File: src/design/dpll_state_pkg.sv
package dpll_state_pkg;
	localparam int unsigned CLK_HZ = 25000000;
	localparam int unsigned CLK_NS = 40;
	localparam logic [1:0] SEL_NORMAL = 2'h0;
	localparam logic [1:0] SEL_HOLD = 2'h1;
	localparam logic [1:0] SEL_FREE = 2'h2;
	localparam logic [1:0] RATE_8K = 2'h1;
	localparam logic [1:0] RATE_1544 = 2'h2;
	localparam logic [1:0] RATE_2048 = 2'h3;
	localparam int unsigned FRAME_HZ = 8000;
	localparam int unsigned FRAME_CYC = CLK_HZ / FRAME_HZ;
	localparam int unsigned STORE_MS = 30;
	localparam int unsigned STORE_FRAMES = STORE_MS * FRAME_HZ / 1000;
	localparam int unsigned TIE_CLEAR_NS = 300;
	localparam int unsigned TIE_CLEAR_CYC = (TIE_CLEAR_NS + CLK_NS - 1) / CLK_NS;
	localparam int unsigned SLEW_NS = 5;
	localparam int unsigned SLEW_CYC = (SLEW_NS + CLK_NS - 1) / CLK_NS;
	localparam int unsigned LOCK_S = 30;
	localparam int unsigned LOCK_FRAMES = LOCK_S * FRAME_HZ;
	localparam int unsigned FAST_LOCK_MS = 500;
	localparam int unsigned FAST_LOCK_FRAMES = FAST_LOCK_MS * FRAME_HZ / 1000;
	localparam int unsigned PER_8K = CLK_HZ / 8000;
	localparam int unsigned PER_1544 = 16;
	localparam int unsigned PER_2048 = 12;
	localparam int unsigned CAP_PCT = 3;
	localparam int unsigned LOSS_CYC = 2 * PER_8K;
	localparam logic [23:0] FREQ_NOMINAL = 24'h800000;
	localparam int unsigned FRAME_PULSE_CYC = 3;
	typedef enum logic [2:0] {
		ST_NORMAL = 3'h1,
		ST_AUTO_HOLD = 3'h2,
		ST_HOLD = 3'h4
	} op_state_t;
endpackage

File: src/design/ref_validity_check.sv
`timescale 1ns/1ps
module ref_validity_check (
	input wire logic sys_clk_in,
	input wire logic rst_in,
	input wire logic ref_fall_in,
	input wire logic [15:0] nominal_period_in,
	output logic valid_out
);
	logic [15:0] count_reg;
	logic valid_reg;
	wire [15:0] margin = (nominal_period_in * 16'(dpll_state_pkg::CAP_PCT)) / 16'd100 + 16'h1;
	wire [15:0] lo = nominal_period_in - margin;
	wire [15:0] hi = nominal_period_in + margin;
	wire lost = (count_reg >= 16'(dpll_state_pkg::LOSS_CYC));
	wire in_range = (count_reg >= lo) && (count_reg <= hi);
	always_ff @(posedge sys_clk_in) begin
		if (rst_in) begin
			count_reg <= 16'h0;
			valid_reg <= 1'b0;
		end else if (ref_fall_in) begin
			count_reg <= 16'h1;
			valid_reg <= in_range;
		end else if (lost) begin
			valid_reg <= 1'b0;
		end else begin
			count_reg <= count_reg + 16'h1;
		end
	end
	assign valid_out = valid_reg;
endmodule

File: src/design/dpll_state_and_tie_control.sv
`timescale 1ns/1ps
module dpll_state_and_tie_control (
	input wire logic sys_clk_in,
	input wire logic rst_in,
	input wire logic op_select_low_in,
	input wire logic op_select_high_in,
	input wire logic phase_hitless_enable_in,
	input wire logic fast_lock_select_in,
	input wire logic ref_rate_select_low_in,
	input wire logic ref_rate_select_high_in,
	input wire logic tie_clear_n_in,
	input wire logic ref_in,
	input wire logic master_osc_input_in,
	input wire logic [15:0] feedback_phase_in,
	input wire logic [23:0] loop_freq_word_in,
	output logic frame_pulse_8k_high_out,
	output logic tracking_mode_flag_out,
	output logic memory_hold_flag_out,
	output logic autonomous_run_flag_out,
	output logic lock_flag_out,
	output logic tie_active_out,
	output logic [15:0] tie_offset_out,
	output logic [15:0] virtual_ref_phase_out,
	output logic [23:0] osc_freq_word_out,
	output logic use_master_osc_out,
	output logic slew_limit_out,
	output logic [1:0] ref_rate_out
);
	// Pin synchronisers
	logic [1:0] sel_s1_reg, sel_s2_reg, rate_s1_reg, rate_s2_reg;
	logic ref_s1_reg, ref_s2_reg, ref_d_reg;
	logic phase_hitless_enable_s1_reg, phase_hitless_enable_s2_reg, fast_lock_select_s1_reg, fast_lock_select_s2_reg;
	logic tie_clear_s1_reg, tie_clear_s2_reg, osc_s1_reg, osc_s2_reg;
	always_ff @(posedge sys_clk_in) begin
		sel_s1_reg <= {op_select_high_in, op_select_low_in};
		sel_s2_reg <= sel_s1_reg;
		rate_s1_reg <= {ref_rate_select_high_in, ref_rate_select_low_in};
		rate_s2_reg <= rate_s1_reg;
		ref_s1_reg <= ref_in;
		ref_s2_reg <= ref_s1_reg;
		ref_d_reg <= ref_s2_reg;
		phase_hitless_enable_s1_reg <= phase_hitless_enable_in;
		phase_hitless_enable_s2_reg <= phase_hitless_enable_s1_reg;
		fast_lock_select_s1_reg <= fast_lock_select_in;
		fast_lock_select_s2_reg <= fast_lock_select_s1_reg;
		tie_clear_s1_reg <= tie_clear_n_in;
		tie_clear_s2_reg <= tie_clear_s1_reg;
		osc_s1_reg <= master_osc_input_in;
		osc_s2_reg <= osc_s1_reg;
	end

	// Rate caught after reset release
	logic [1:0] rate_reg;
	logic rate_taken_reg;
	always_ff @(posedge sys_clk_in) begin
		if (rst_in) begin
			rate_reg <= dpll_state_pkg::RATE_8K;
			rate_taken_reg <= 1'b0;
		end else if (!rate_taken_reg) begin
			rate_reg <= rate_s2_reg;
			rate_taken_reg <= 1'b1;
		end
	end
	wire [15:0] nominal_period =
		(rate_reg == dpll_state_pkg::RATE_2048) ? 16'(dpll_state_pkg::PER_2048) :
		(rate_reg == dpll_state_pkg::RATE_1544) ? 16'(dpll_state_pkg::PER_1544) :
		16'(dpll_state_pkg::PER_8K);
	wire rate_reserved = (rate_reg == 2'h0);
	wire ref_fall = ref_d_reg && !ref_s2_reg;

	// Frame pulse divider
	logic [12:0] frame_cnt_reg;
	logic frame_out_reg;
	wire frame_wrap = (frame_cnt_reg == 13'(dpll_state_pkg::FRAME_CYC - 1));
	always_ff @(posedge sys_clk_in) begin
		if (rst_in) begin
			frame_cnt_reg <= 13'h0;
			frame_out_reg <= 1'b0;
		end else begin
			frame_cnt_reg <= frame_wrap ? 13'h0 : frame_cnt_reg + 13'h1;
			frame_out_reg <= (frame_cnt_reg < 13'(dpll_state_pkg::FRAME_PULSE_CYC));
		end
	end
	wire frame_edge = frame_wrap; // Pulse rises two cycles after the wrap cycle

	logic ref_valid_raw;
	ref_validity_check u_valid (
		.sys_clk_in(sys_clk_in),
		.rst_in(rst_in),
		.ref_fall_in(ref_fall),
		.nominal_period_in(nominal_period),
		.valid_out(ref_valid_raw)
	);
	wire ref_valid = ref_valid_raw && !rate_reserved;

	// Mode state machine
	dpll_state_pkg::op_state_t state_reg, state_next;
	logic free_reg, free_next;
	wire [1:0] sel = sel_s2_reg;
	always_comb begin
		state_next = state_reg;
		free_next = free_reg;
		if (frame_edge) begin
			case (sel)
				dpll_state_pkg::SEL_FREE: free_next = 1'b1;
				dpll_state_pkg::SEL_HOLD: begin
					free_next = 1'b0;
					state_next = dpll_state_pkg::ST_HOLD;
				end
				dpll_state_pkg::SEL_NORMAL: begin
					free_next = 1'b0;
					case (state_reg)
						dpll_state_pkg::ST_NORMAL:
							if (!ref_valid) state_next = dpll_state_pkg::ST_AUTO_HOLD;
						dpll_state_pkg::ST_AUTO_HOLD:
							if (ref_valid) state_next = dpll_state_pkg::ST_NORMAL;
						dpll_state_pkg::ST_HOLD: state_next = dpll_state_pkg::ST_NORMAL;
						default: state_next = dpll_state_pkg::ST_NORMAL;
					endcase
				end
				default: begin
				end
			endcase
			if (free_next) state_next = dpll_state_pkg::ST_NORMAL;
		end
	end
	wire is_free = free_reg;
	wire is_normal = !free_reg && state_reg == dpll_state_pkg::ST_NORMAL;
	wire is_hold = !free_reg && state_reg != dpll_state_pkg::ST_NORMAL;
	wire nx_normal = !free_next && state_next == dpll_state_pkg::ST_NORMAL;
	wire changed = (state_next != state_reg) || (free_next != free_reg);
	wire to_normal_from_hold = is_hold && nx_normal;
	always_ff @(posedge sys_clk_in) begin
		if (rst_in) begin
			state_reg <= dpll_state_pkg::ST_NORMAL;
			free_reg <= 1'b0;
		end else begin
			state_reg <= state_next;
			free_reg <= free_next;
		end
	end

	// TIE enable
	logic tie_on_reg;
	always_ff @(posedge sys_clk_in) begin
		if (rst_in) tie_on_reg <= 1'b0;
		else if (changed && to_normal_from_hold) tie_on_reg <= phase_hitless_enable_s2_reg;
		else if (changed) tie_on_reg <= 1'b0;
	end

	// Tie clear low-width check
	logic [3:0] tie_clear_cnt_reg;
	wire tie_clear_hit = (tie_clear_cnt_reg == 4'(dpll_state_pkg::TIE_CLEAR_CYC - 1)) && !tie_clear_s2_reg;
	always_ff @(posedge sys_clk_in) begin
		if (rst_in || tie_clear_s2_reg) tie_clear_cnt_reg <= 4'h0;
		else if (!tie_clear_hit && tie_clear_cnt_reg != 4'hf) tie_clear_cnt_reg <= tie_clear_cnt_reg + 4'h1;
	end

	// Offset measure and store
	logic [15:0] offset_reg, vref_reg;
	wire [15:0] measured = {3'h0, frame_cnt_reg} - feedback_phase_in;
	// Capture beats a clear landing in the same cycle
	always_ff @(posedge sys_clk_in) begin
		if (rst_in) offset_reg <= 16'h0;
		else if (changed && to_normal_from_hold && phase_hitless_enable_s2_reg) offset_reg <= measured;
		else if (tie_clear_hit) offset_reg <= 16'h0;
	end
	always_ff @(posedge sys_clk_in) begin
		if (rst_in) vref_reg <= 16'h0;
		else if (ref_fall) vref_reg <= {3'h0, frame_cnt_reg} - (tie_on_reg ? offset_reg : 16'h0);
	end

	// Slew limit: on in normal tracking when not fast locking
	wire slew_on = is_normal && !fast_lock_select_s2_reg;

	// Lock timer
	logic [17:0] lock_cnt_reg;
	wire [17:0] lock_goal = fast_lock_select_s2_reg ? 18'(dpll_state_pkg::FAST_LOCK_FRAMES) :
		18'(dpll_state_pkg::LOCK_FRAMES);
	wire locked = is_normal && ref_valid && lock_cnt_reg >= lock_goal;
	always_ff @(posedge sys_clk_in) begin
		if (rst_in || !is_normal || !ref_valid) lock_cnt_reg <= 18'h0;
		else if (frame_edge && lock_cnt_reg < lock_goal) lock_cnt_reg <= lock_cnt_reg + 18'h1;
	end

	// Holdover storage, two slots
	logic [23:0] slot_reg [2];
	logic slot_sel_reg, store_armed_reg;
	logic [7:0] store_cnt_reg;
	logic [23:0] freq_reg;
	wire store_tick = frame_edge && store_cnt_reg == 8'(dpll_state_pkg::STORE_FRAMES - 1);
	always_ff @(posedge sys_clk_in) begin
		if (rst_in || !locked) begin
			store_cnt_reg <= 8'h0;
		end else if (frame_edge) begin
			store_cnt_reg <= store_tick ? 8'h0 : store_cnt_reg + 8'h1;
		end
	end
	always_ff @(posedge sys_clk_in) begin
		if (rst_in) begin
			slot_reg[0] <= dpll_state_pkg::FREQ_NOMINAL;
			slot_reg[1] <= dpll_state_pkg::FREQ_NOMINAL;
			slot_sel_reg <= 1'b0;
			store_armed_reg <= 1'b0;
		end else if (locked && store_tick) begin
			slot_reg[slot_sel_reg] <= loop_freq_word_in;
			slot_sel_reg <= !slot_sel_reg;
			store_armed_reg <= 1'b1;
		end
	end
	// Older slot is the one about to be overwritten next
	wire [23:0] older = slot_reg[slot_sel_reg];
	always_ff @(posedge sys_clk_in) begin
		if (rst_in) freq_reg <= dpll_state_pkg::FREQ_NOMINAL;
		else if (is_normal && !free_next && state_next != dpll_state_pkg::ST_NORMAL)
			freq_reg <= store_armed_reg ? older : freq_reg;
		else if (is_normal) freq_reg <= loop_freq_word_in;
		else if (is_free) freq_reg <= dpll_state_pkg::FREQ_NOMINAL;
	end

	// Output registers
	logic trk_reg, hold_reg, free_flag_reg, lock_reg, osc_reg;
	always_ff @(posedge sys_clk_in) begin
		if (rst_in) begin
			trk_reg <= 1'b0;
			hold_reg <= 1'b0;
			free_flag_reg <= 1'b0;
			lock_reg <= 1'b0;
			osc_reg <= 1'b0;
		end else begin
			trk_reg <= is_normal;
			hold_reg <= is_hold;
			free_flag_reg <= is_free;
			lock_reg <= locked;
			osc_reg <= is_free || is_hold;
		end
	end

	assign frame_pulse_8k_high_out = frame_out_reg;
	assign tracking_mode_flag_out = trk_reg;
	assign memory_hold_flag_out = hold_reg;
	assign autonomous_run_flag_out = free_flag_reg;
	assign lock_flag_out = lock_reg;
	assign tie_active_out = tie_on_reg;
	assign tie_offset_out = offset_reg;
	assign virtual_ref_phase_out = vref_reg;
	assign osc_freq_word_out = freq_reg;
	assign use_master_osc_out = osc_reg;
	assign slew_limit_out = slew_on;
	assign ref_rate_out = rate_reg;
endmodule

File: config.mk
export PLATFORM = sky130hd
export DESIGN_NAME = dpll_state_and_tie_control
export DESIGN_NICKNAME = d
export VERILOG_FILES = /design/src/design/dpll_state_pkg.sv /design/src/design/ref_validity_check.sv /design/src/design/dpll_state_and_tie_control.sv
export SDC_FILE = /design/constraint.sdc
export NUM_CORES = 1
export LEC_CHECK = 0
export BUFFER_PORTS_ARGS = -buffer_cell sky130_fd_sc_hd__buf_4
export CAP_MARGIN = 20
export CORE_UTILIZATION = 35
export CTS_BUF_LIST = sky130_fd_sc_hd__clkbuf_2 sky130_fd_sc_hd__clkbuf_4 sky130_fd_sc_hd__clkbuf_8
export DETAILED_ROUTE_END_ITERATION = 8
export GPL_TIMING_DRIVEN = 0
export PLACE_DENSITY = 0.58
export SYNTH_ARGS = -nofsm -noshare
export SYNTH_HDL_FRONTEND = slang
export SYNTH_SLANG_ARGS = --single-unit
File: constraint.sdc
create_clock -name sys_clk_in -period 6.47 [get_ports sys_clk_in]
set_input_delay 0.9705 -clock sys_clk_in [delete_from_list [all_inputs] [get_ports sys_clk_in]]
set_output_delay 0.9705 -clock sys_clk_in [all_outputs]
set_load 0.005 [all_outputs]
==> impl_metrics.json, run 1 <==
{
  "chipHeight_um": 171.5,
  "cts_buffers": 17,
  "core_region_area_um2": 28010,
  "antenna_violations_before_repair": 1,
  "placement.io_buffers": 115,
  "synthesis.yosys.warnings": 0,
  "hpwl_um": 18450,
  "groute.usage.overall": 0.1727,
  "synth.distinct_cells": 80,
  "tightest_slew_ns": 0.8166,
  "netSwitchingFraction": 0.2723,
  "design.die.area_um2": 29410,
  "synth-compound-area-share": 0.1592,
  "final_clock_period_utilization_by_the_worst_path": 0.5652,
  "drt-vias-per-instance": 5.017,
  "timing.setup.critical_path_class": "reg -> reg",
  "power.leakage_nw": 4.762,
  "routabilityCongestion": 0.8362,
  "synth.yosys.seq_area_share": 0.4420,
  "postSynthRegisterBits": 198,
  "overflow": 0,
  "synth_area_per_cell_um2": 9.809,
  "worst_path_dominant_cell_family": "simple AND/OR/NAND/NOR gates",
  "worst_ir_drop_vdd_v": 0.0001238,
  "critical_path_depth": 8,
  "totalPowerFinal_w": 0.002329,
  "outcome": "complete, no violations",
  "synth.area.mux_share": 0.03074,
  "finish.cell_count_without_fillers": 1555,
  "htreeDepth": 4,
  "worst_r2r_path_depth": 8,
  "cap_violations": 0,
  "ios": 117,
  "nets": 1277,
  "synth_top_family_by_area": "simple AND/OR/NAND/NOR gates",
  "vias": 7802,
  "cp.buffers_inverters": 1,
  "synth_enable_flop_cells": 48,
  "intPower_w": 0.001695,
  "n_fill_cell": 2754,
  "cts.hold.buffers_added": 0,
  "start_kind": "flip-flop",
  "syn2layout_area_growth_pct": 17.83,
  "drtIter0Drc": 461,
  "path_max_fanout": 10,
  "grt_pass1_wl_um": 39460,
  "num_antenna_cells": 0,
  "syn-instance-count": 1025,
  "avgRoutedWirePerCell_um": 15.97,
  "crit_path_max_incr_delay_ns": 0.58,
  "slowest_cp_cell": "or4_4",
  "cts_resized": 0,
  "logic_gate_share_of_total_power": 0.086,
  "timing.slew.headroom": 0.4555,
  "hold_path_depth": 0,
  "setup_repair_bufs_after_cts": 0,
  "power.share.clock": 0.347,
  "adder_and_majority_gate_portion_of_the_synthesized_area": 0.07865,
  "cellPowerDensity_nw_per_um2": 196.6,
  "clock_transition_at_the_registers_of_the_reported_paths_ns": 0.12,
  "chipWidth_um": 171.5,
  "grt_setup_unrepaired": "no",
  "post-place-cells": 1523,
  "synth_async_sr_flop_share": 0,
  "layout_cells_sized_above_1": 0.1971,
  "cp.required_ns": 6.70,
  "crit_path_cell_chain": "or4_4, nor4_4, nand4_1, or3_1, or3_1, nor3_2, clkbuf_1, nand2_1",
  "number_of_flip_flops_under_the_largest_register_name": 48,
  "power.net_switching_w": 0.0006342,
  "commonest_non_fill_non_tap_cells_in_the_layout": "150 x dfxtp_1, 117 x buf_4, 106 x nor2_1",
  "min_period_ns": 3.657,
  "power.sequential.fraction": 0.567,
  "most_frequent_cell_on_the_critical_path": "or3_1",
  "arrival_ns": 3.89,
  "clock.fmax_ghz": 0.2735,
  "fp-row-count": 61,
  "postRouteAntennaNets": 0,
  "number_of_endpoints_with_negative_hold_slack_in_the_final_report": 0,
  "floorplan.initialDensity": 0.3590,
  "clock_latency_ns": 0.48,
  "hp-class": "reg -> reg",
  "drc": 0,
  "yosys.area_share.simple": 0.2021,
  "mostFrequentLayoutCell": "dfxtp_1",
  "worstSetupEndpointType": "flip-flop",
  "wl_um": 24840,
  "fin_skew_ns": 0.02830,
  "setup-violations-final": 0,
  "totalNegativeSetupSlack_ns": 0,
  "hold_ws_ns": 0.3348,
  "length_of_the_first_detailed_routing_pass_in_iterations": 4,
  "synthFlopType": "dfxtp_1",
  "grt_start_max_net_pins": 22,
  "post_synth_xor_area_fraction": 0.04965,
  "grt_pass1_vias": 7415,
  "cts_sinks": 198,
  "cts-root-buf": "clkbuf_8",
  "timing_max_transition_violations_final": 0,
  "clk_path_buf_depth": 2,
  "tritoncts": "built",
  "syn_area_um2": 10050
}
power groups by stage:
stage	clock network, W	logic (W)	registers [W]
floorplan	0	0.000114	0.00134
global placement	0	0.000197	0.00135
detailed placement	0	0.000201	0.00135
CTS	0.000829	0.000203	0.00132
global route	0.000880	0.000224	0.00133
finish	0.000807	0.000201	0.00132
path summary, 6_finish.rpt:
path	endpoint	startpoint	slack, ns
worst min-delay path	rate_s2_reg[0]$_DFF_P_	rate_s1_reg[0]$_DFF_P_	0.33
worst max-delay path	slot_reg[0][23]$_SDFFCE_PN1P_	frame_cnt_reg[9]$_SDFF_PP0_	2.81
worst min register to register	rate_s2_reg[0]$_DFF_P_	rate_s1_reg[0]$_DFF_P_	0.33
worst max register to register	slot_reg[0][23]$_SDFFCE_PN1P_	frame_cnt_reg[9]$_SDFF_PP0_	2.81
cells in the mapped netlist, types with 14 or more instances:
cell type / n / area, µm²
xnor2_1: 29 / 254.0
nand4_1: 18 / 112.6
and2_1: 55 / 344.1
and3_1: 14 / 87.58
a221oi_2: 20 / 300.3
nor3_1: 35 / 175.2
inv_1: 40 / 150.1
mux2_2: 23 / 259.0
nor2_1: 106 / 397.9
xor2_1: 28 / 245.2
nand3_1: 28 / 140.1
a21oi_1: 47 / 235.2
o21ai_0: 37 / 185.2
edfxtp_1: 48 / 1441
nand2_1: 75 / 281.5
clkbuf_1: 27 / 101.4
dfxtp_1: 150 / 3003
ha_1: 60 / 750.7
area by class of cell:
type                    count  area, µm²  share of cell area
repair buffers            118      897.1             0.07572
clock buffers              17      234.0             0.01975
plain buffers              41      225.2             0.01901
multi-input cells         748       5250              0.4431
well taps                 378      473.0             0.03992
inverters                  40      150.1             0.01267
flip-flops and latches    198       4444              0.3751
clock inverters            15      173.9             0.01468
through the flow:
step                worst slack (ns)  cell area (µm²)    util
floorplan                      2.151            10060       -
global placement              0.6076            11400  0.4069
detailed placement             2.766            11440  0.4084
CTS                            2.735            11850  0.4230
global route                   2.562            11850  0.4230
finish                         2.813            11850  0.4230
routing by layer:
metal / GRT usage / vias up / share of wire
met5: 0 / - / 0.00068
met4: 0.03766 / 2 / 0.0092
met3: 0.03267 / 16 / 0.039
met2: 0.2845 / 149 / 0.46
met1: 0.2333 / 3663 / 0.49
li1: - / 3972 / -
kinds of logic (layout without fill, tap and decap cells):
| logic type | after synthesis | in the layout |
|---|---|---|
| multiplexers | 28 | 28 |
| XOR/XNOR | 57 | 57 |
| other | 1 | 3 |
| flip-flops | 198 | 198 |
| AND/OR/NAND/NOR | 395 | 395 |
| AO/OA/AOI/OAI | 203 | 203 |
| adder cells (fa/ha/maj) | 62 | 62 |
| buffers and inverters | 81 | 231 |
(Power assumes the default switching activity.)
==> inputs of run 2 (changes only) <==
==> constraint.sdc (replaced) <==
create_clock -name sys_clk_in -period 3.55 [get_ports sys_clk_in]
set_input_delay 0.5325 -clock sys_clk_in [delete_from_list [all_inputs] [get_ports sys_clk_in]]
set_output_delay 0.5325 -clock sys_clk_in [all_outputs]
set_load 0.005 [all_outputs]
==> run 2 against run 1 <==
Effect of this change: clock skew down 0.0098 ns; worst setup slack worse by 2.6 ns; highest routed layer is now met4; combinational power up 83%; critical path type unchanged; fmax up 9.8%; power up 85%; wire length down 2.3%.
==> impl_metrics.json, run 2 (synthesized netlist as in run 1, its figures left out) <==
{
  "outcome": "complete, no violations",
  "reg_to_reg_end": "tie_offset_out[2]$_SDFFE_PP0P_",
  "design.die.area_um2": 29410,
  "slowest_cp_cell": "or4_4",
  "avgRoutedWirePerCell_um": 15.59,
  "core_region_area_um2": 28010,
  "antenna_violations_before_repair": 0,
  "htreeDepth": 4,
  "crit_path_max_incr_delay_ns": 0.59,
  "totalPowerFinal_w": 0.004306,
  "routabilityCongestion": 0.8562,
  "placement.io_buffers": 115,
  "met3WireLength_um": 869,
  "path_max_fanout": 10,
  "drc": 0,
  "fin_skew_ns": 0.01850,
  "power.leakage_nw": 4.802,
  "hpwl_um": 18410,
  "ios": 117,
  "timing_max_transition_violations_final": 0,
  "groute.usage.overall": 0.1705,
  "worst_ir_drop_vdd_v": 0.0002548,
  "cts-root-buf": "clkbuf_8",
  "number_of_endpoints_with_negative_hold_slack_in_the_final_report": 0,
  "clk_path_buf_depth": 2,
  "min_period_ns": 3.331,
  "most_frequent_cell_on_the_critical_path": "or4_4",
  "final_clock_period_utilization_by_the_worst_path": 0.9384,
  "floorplan.initialDensity": 0.3590,
  "arrival_ns": 3.77,
  "clock_latency_ns": 0.49,
  "tightest_slew_ns": 0.8257,
  "number_of_flip_flops_under_the_largest_register_name": 48,
  "hp-class": "in -> reg",
  "nets": 1278,
  "worstSetupEndpointType": "flip-flop",
  "fp-row-count": 61,
  "grt_start_max_net_pins": 24,
  "length_of_the_first_detailed_routing_pass_in_iterations": 5,
  "cts_sinks": 198,
  "grt_pass1_wl_um": 39160,
  "drt-vias-per-instance": 4.994,
  "chipWidth_um": 171.5,
  "clock.fmax_ghz": 0.3002,
  "chipHeight_um": 171.5,
  "cap_violations": 0,
  "drtIter0Drc": 378,
  "tritoncts": "built",
  "start_kind": "flip-flop",
  "top_layer_reached_by_signal_wires": "met4",
  "timing.slew.headroom": 0.4496,
  "wl_um": 24250,
  "crit_path_cell_chain": "or4_4, or4_4, buf_6, a221oi_4, and3_4, nand4_4, nor2_2, buf_4, a22o_1",
  "grt_pass1_vias": 7458,
  "syn2layout_area_growth_pct": 18.63,
  "vias": 7771,
  "wirelength_met1_um": 11610,
  "hold_path_depth": 1,
  "clock_transition_at_the_registers_of_the_reported_paths_ns": 0.12,
  "overflow": 0,
  "route.met2.wl_um": 11430,
  "hold-path-endpoint": "tie_clear_s1_reg$_DFF_P_",
  "postRouteAntennaNets": 0,
  "grt_setup_unrepaired": "no",
  "hold_path_startpoint": "tie_clear_n_in",
  "commonest_non_fill_non_tap_cells_in_the_layout": "150 x dfxtp_1, 118 x buf_4, 106 x nor2_1",
  "reg2reg_setup_slack_ns": 0.22,
  "timing.setup.critical_path_class": "reg -> reg",
  "critical_path.reg2reg.startpoint": "frame_cnt_reg[9]$_SDFF_PP0_",
  "mostFrequentLayoutCell": "dfxtp_1",
  "num_antenna_cells": 0,
  "cp.required_ns": 3.99,
  "layout_cells_sized_above_1": 0.2029,
  "cellPowerDensity_nw_per_um2": 361.0,
  "worst_r2r_path_depth": 9,
  "hold_ws_ns": 0.1379,
  "setup-violations-final": 0,
  "cts_buffers": 17,
  "totalNegativeSetupSlack_ns": 0,
  "cts.hold.buffers_added": 0
}
run 2: changes by cell type in the layout (fill, tap and decap cells not counted), sizes merged:
cell | previous run | this run
clkdlybuf4s18 | 0 | 1
clkinv | 6 | 4
clkinvlp | 1 | 0
inv | 48 | 51
run 2: worst max-delay path by stage:
stage | cells after the start | endpoint | startpoint | slack (ns)
5_1_grt | 11 | slot_reg[1][22]$_SDFFCE_PN0P_ | fast_lock_select_s2_reg$_DFF_P_ | 0.03
3_3_place_gp | 6 | slot_reg[1][8]$_SDFFCE_PN0P_ | frame_cnt_reg[9]$_SDFF_PP0_ | -0.90
6_report | 9 | tie_offset_out[2]$_SDFFE_PP0P_ | frame_cnt_reg[9]$_SDFF_PP0_ | 0.22
4_1_cts | 12 | virtual_ref_phase_out[11]$_SDFFE_PP0P_ | tie_active_out$_SDFFE_PP0P_ | 0.1
3_5_place_dp | 8 | slot_reg[0][23]$_SDFFCE_PN1P_ | frame_cnt_reg[9]$_SDFF_PP0_ | -0.17
2_1_floorplan | 8 | slot_reg[1][0]$_SDFFCE_PN0P_ | fast_lock_select_s2_reg$_DFF_P_ | 0.25
run 2: critical path: cells and delay by family, from the launching register on:
family / cells / cell delay (ns)
buffers and inverters: 2 / 0.42
DFF: 1 / 0.43
AOI/OAI and AO/OA: 2 / 0.50
and+or+nand+nor: 5 / 1.92
run 2: power breakdown:
part | internal, W | leakage, nW | switching, W
Sequential | 0.00237 | 1.71 | 0.0000413
Clock | 0.000567 | 0.217 | 0.000965
Combinational | 0.000182 | 2.87 | 0.000186
Total | 0.00311 | 4.80 | 0.00119
run 2: area by class of cell:
class                           instances  area [µm²]
Buffer                                 41       230.2
Clock buffer                           17       234.0
Clock inverter                         15       198.9
Fill cell                            2747       16080
Inverter                               40       150.1
Multi-Input combinational cell        748        5286
Sequential cell                       198        4444
Tap cell                              378       473.0
Timing Repair Buffer                  119       910.9
run 2: layer usage:
metal | global-route usage | up-vias
li1 | - | 3972
met1 | 0.2278 | 3635
met2 | 0.2801 | 140
met3 | 0.02968 | 24
met4 | 0.04969 | 0
met5 | 0 | -
run 2: repair_timing:
action	CTS	global route
setup endpoints to repair	38	24
setup buffers	1	0
pin swaps	1	0
gates resized for setup	4	7
run 2: stage by stage:
stage,area [µm²],utilization,std cells,setup slack [ns]
2_1_floorplan,10070,-,1027,0.2535
3_3_place_gp,11400,0.4071,1520,-0.9038
3_5_place_dp,11450,0.4086,1523,-0.1680
4_1_cts,11900,0.4249,1556,0.09583
5_1_grt,11930,0.4258,1556,0.02951
6_report,11930,0.4258,1556,0.2188
==> inputs of run 3 (changes only) <==
--- a/config.mk
+++ b/config.mk
@@ -10,8 +10,10 @@
 export CORE_UTILIZATION = 35
 export CTS_BUF_LIST = sky130_fd_sc_hd__clkbuf_2 sky130_fd_sc_hd__clkbuf_4 sky130_fd_sc_hd__clkbuf_8
 export DETAILED_ROUTE_END_ITERATION = 8
+export GPL_ROUTABILITY_DRIVEN = 0
 export GPL_TIMING_DRIVEN = 0
 export PLACE_DENSITY = 0.58
+export SETUP_SLACK_MARGIN = 0.4
 export SYNTH_ARGS = -nofsm -noshare
 export SYNTH_HDL_FRONTEND = slang
 export SYNTH_SLANG_ARGS = --single-unit
==> run 3 against run 2 <==
Effect of this change: wire length rose by 4.2%; final cell count rose by 1.3%; via count rose by 1.8%; sequential power barely moved; non-clock buffer count rose by 20; count of clock-buffer cells in the layout did not move; clock power rose by 5%; highest routed layer is now met5; largest power group unchanged; utilization rose by 1.3 points; worst setup slack improved by 0.24 ns; clock skew rose by 0.013 ns.
==> impl_metrics.json, run 3 (synthesized netlist as in run 1, its figures left out) <==
{
  "drc": 0,
  "hold_ws_ns": 0.1404,
  "cts_sinks": 198,
  "floorplan.initialDensity": 0.3590,
  "worst_path_dominant_cell_family": "simple AND/OR/NAND/NOR gates",
  "placed_area_um2": 11430,
  "ios": 117,
  "core_region_area_um2": 28010,
  "start_kind": "flip-flop",
  "postRouteAntennaNets": 0,
  "hp-class": "in -> reg",
  "groute.usage.overall": 0.1756,
  "chipWidth_um": 171.5,
  "drtIter0Drc": 324,
  "syn2layout_area_growth_pct": 22.11,
  "totalPowerFinal_w": 0.004396,
  "vias": 7913,
  "crit_path_cell_chain": "or4_4, or4_4, buf_8, a221oi_4, and3_4, nand4_4, o311a_4, buf_8, a22o_1",
  "worst_ir_drop_vdd_v": 0.0002458,
  "tritoncts": "built",
  "crit_path_max_incr_delay_ns": 0.57,
  "finalInstanceArea_um2": 12280,
  "antenna_violations_before_repair": 1,
  "layout_cells_sized_above_1": 0.2335,
  "hold_path_startpoint": "tie_clear_n_in",
  "number_of_flip_flops_under_the_largest_register_name": 48,
  "cp.required_ns": 3.93,
  "setup-violations-final": 0,
  "tightest_slew_ns": 0.9078,
  "commonest_non_fill_non_tap_cells_in_the_layout": "145 x dfxtp_1, 139 x buf_4, 104 x nor2_1",
  "timing_max_transition_violations_final": 0,
  "nets": 1299,
  "placement.io_buffers": 115,
  "final_critical_path_setup_slack_ns": 0.4620,
  "worstSetupEndpointType": "flip-flop",
  "grt_pass1_vias": 7600,
  "reg_to_reg_end": "tie_offset_out[2]$_SDFFE_PP0P_",
  "htreeDepth": 4,
  "path_max_fanout": 10,
  "min_period_ns": 3.088,
  "timing.slew.headroom": 0.3948,
  "worst_r2r_path_depth": 9,
  "wl_um": 25270,
  "num_antenna_cells": 0,
  "timing.setup.critical_path_class": "reg -> reg",
  "cellPowerDensity_nw_per_um2": 358.0,
  "clock_latency_ns": 0.49,
  "grt_pass1_wl_um": 39890,
  "power.leakage_nw": 4.973,
  "critical_path_depth": 9,
  "critical_path.reg2reg.startpoint": "frame_cnt_reg[9]$_SDFF_PP0_",
  "grt_start_max_net_pins": 25,
  "cts-root-buf": "clkbuf_8",
  "grt_setup_unrepaired": "yes",
  "clock_transition_at_the_registers_of_the_reported_paths_ns": 0.13,
  "cap_violations": 0,
  "cts_buffers": 17,
  "overflow": 0,
  "length_of_the_first_detailed_routing_pass_in_iterations": 5,
  "hpwl_um": 18500,
  "arrival_ns": 3.47,
  "avgRoutedWirePerCell_um": 16.03,
  "number_of_endpoints_with_negative_hold_slack_in_the_final_report": 0,
  "crit_path_start": "frame_cnt_reg[9]$_SDFF_PP0_",
  "fp-row-count": 61,
  "clk_path_buf_depth": 2,
  "chipHeight_um": 171.5,
  "n_fill_cell": 2738,
  "drt-vias-per-instance": 5.018,
  "fin_skew_ns": 0.03121,
  "mostFrequentLayoutCell": "dfxtp_1",
  "critPathCapture": "tie_offset_out[2]$_SDFFE_PP0P_",
  "outcome": "complete, no violations",
  "cp.buffers_inverters": 2,
  "final_clock_period_utilization_by_the_worst_path": 0.8699,
  "clock.fmax_ghz": 0.3238,
  "reg2reg_setup_slack_ns": 0.46,
  "dp_slack_ns": -0.1894,
  "slowest_cp_cell": "or4_4",
  "design.die.area_um2": 29410
}
run 3: worst min-delay path by stage:
stage                                     endpoint  slack, ns  cells after the start
6_report                  tie_clear_s1_reg$_DFF_P_       0.14                      1
4_1_cts                   tie_clear_s1_reg$_DFF_P_       0.12                      1
2_1_floorplan      fast_lock_select_s2_reg$_DFF_P_       0.31                      0
3_5_place_dp                        sel[1]$_DFF_P_       0.31                      0
5_1_grt                   tie_clear_s1_reg$_DFF_P_       0.12                      1
3_3_place_gp   phase_hitless_enable_s2_reg$_DFF_P_       0.31                      0
run 3: what timing repair did:
item	in CTS	in global routing
setup endpoints to repair	133	112
setup buffers	12	10
pin swaps	10	15
gates resized for setup	23	36
hold buffers	0	0
gates cloned	1	0
run 3: layout make-up:
cell class                      instances  area, µm²  area share
Sequential cell                       198       4458      0.3631
Inverter                               40      150.1     0.01223
Clock inverter                         15      222.7     0.01814
Timing Repair Buffer                  139       1061     0.08642
Clock buffer                           17      234.0     0.01906
Multi-Input combinational cell        749       5399      0.4397
Tap cell                              378      473.0     0.03852
Buffer                                 41      280.3     0.02283
run 3: layer usage:
metal | share of wire | wire (µm) | vias up | global-route usage
li1 | - | - | 4022 | -
met1 | 0.48 | 12080 | 3723 | 0.2345
met2 | 0.47 | 11900 | 144 | 0.2924
met3 | 0.040 | 1010 | 22 | 0.03244
met4 | 0.011 | 267 | 2 | 0.03960
met5 | 0.00051 | 13 | - | 0
run 3: report_power, final:
| group | internal (W) | leakage, nW | switching [W] |
|---|---|---|---|
| logic | 0.000188 | 3.03 | 0.000191 |
| registers | 0.00236 | 1.72 | 0.0000436 |
| clock network | 0.000585 | 0.224 | 0.00102 |
run 3: stage by stage:
step                TNS, ns  std cells    util
global route              0       1577  0.4383
CTS                       0       1567  0.4313
finish                    0       1577  0.4383
detailed placement   -6.112       1522  0.4082
floorplan                 0       1027       -
global placement     -7.606       1520  0.4075
run 3: worst reg2reg max path: stages, from the launching register on:
cell      delay (ns)
dfxtp_4         0.37
or4_4           0.55
or4_4           0.57
buf_8           0.15
a221oi_4        0.36
and3_4          0.25
nand4_4         0.13
o311a_4         0.22
buf_8           0.16
a22o_1          0.22
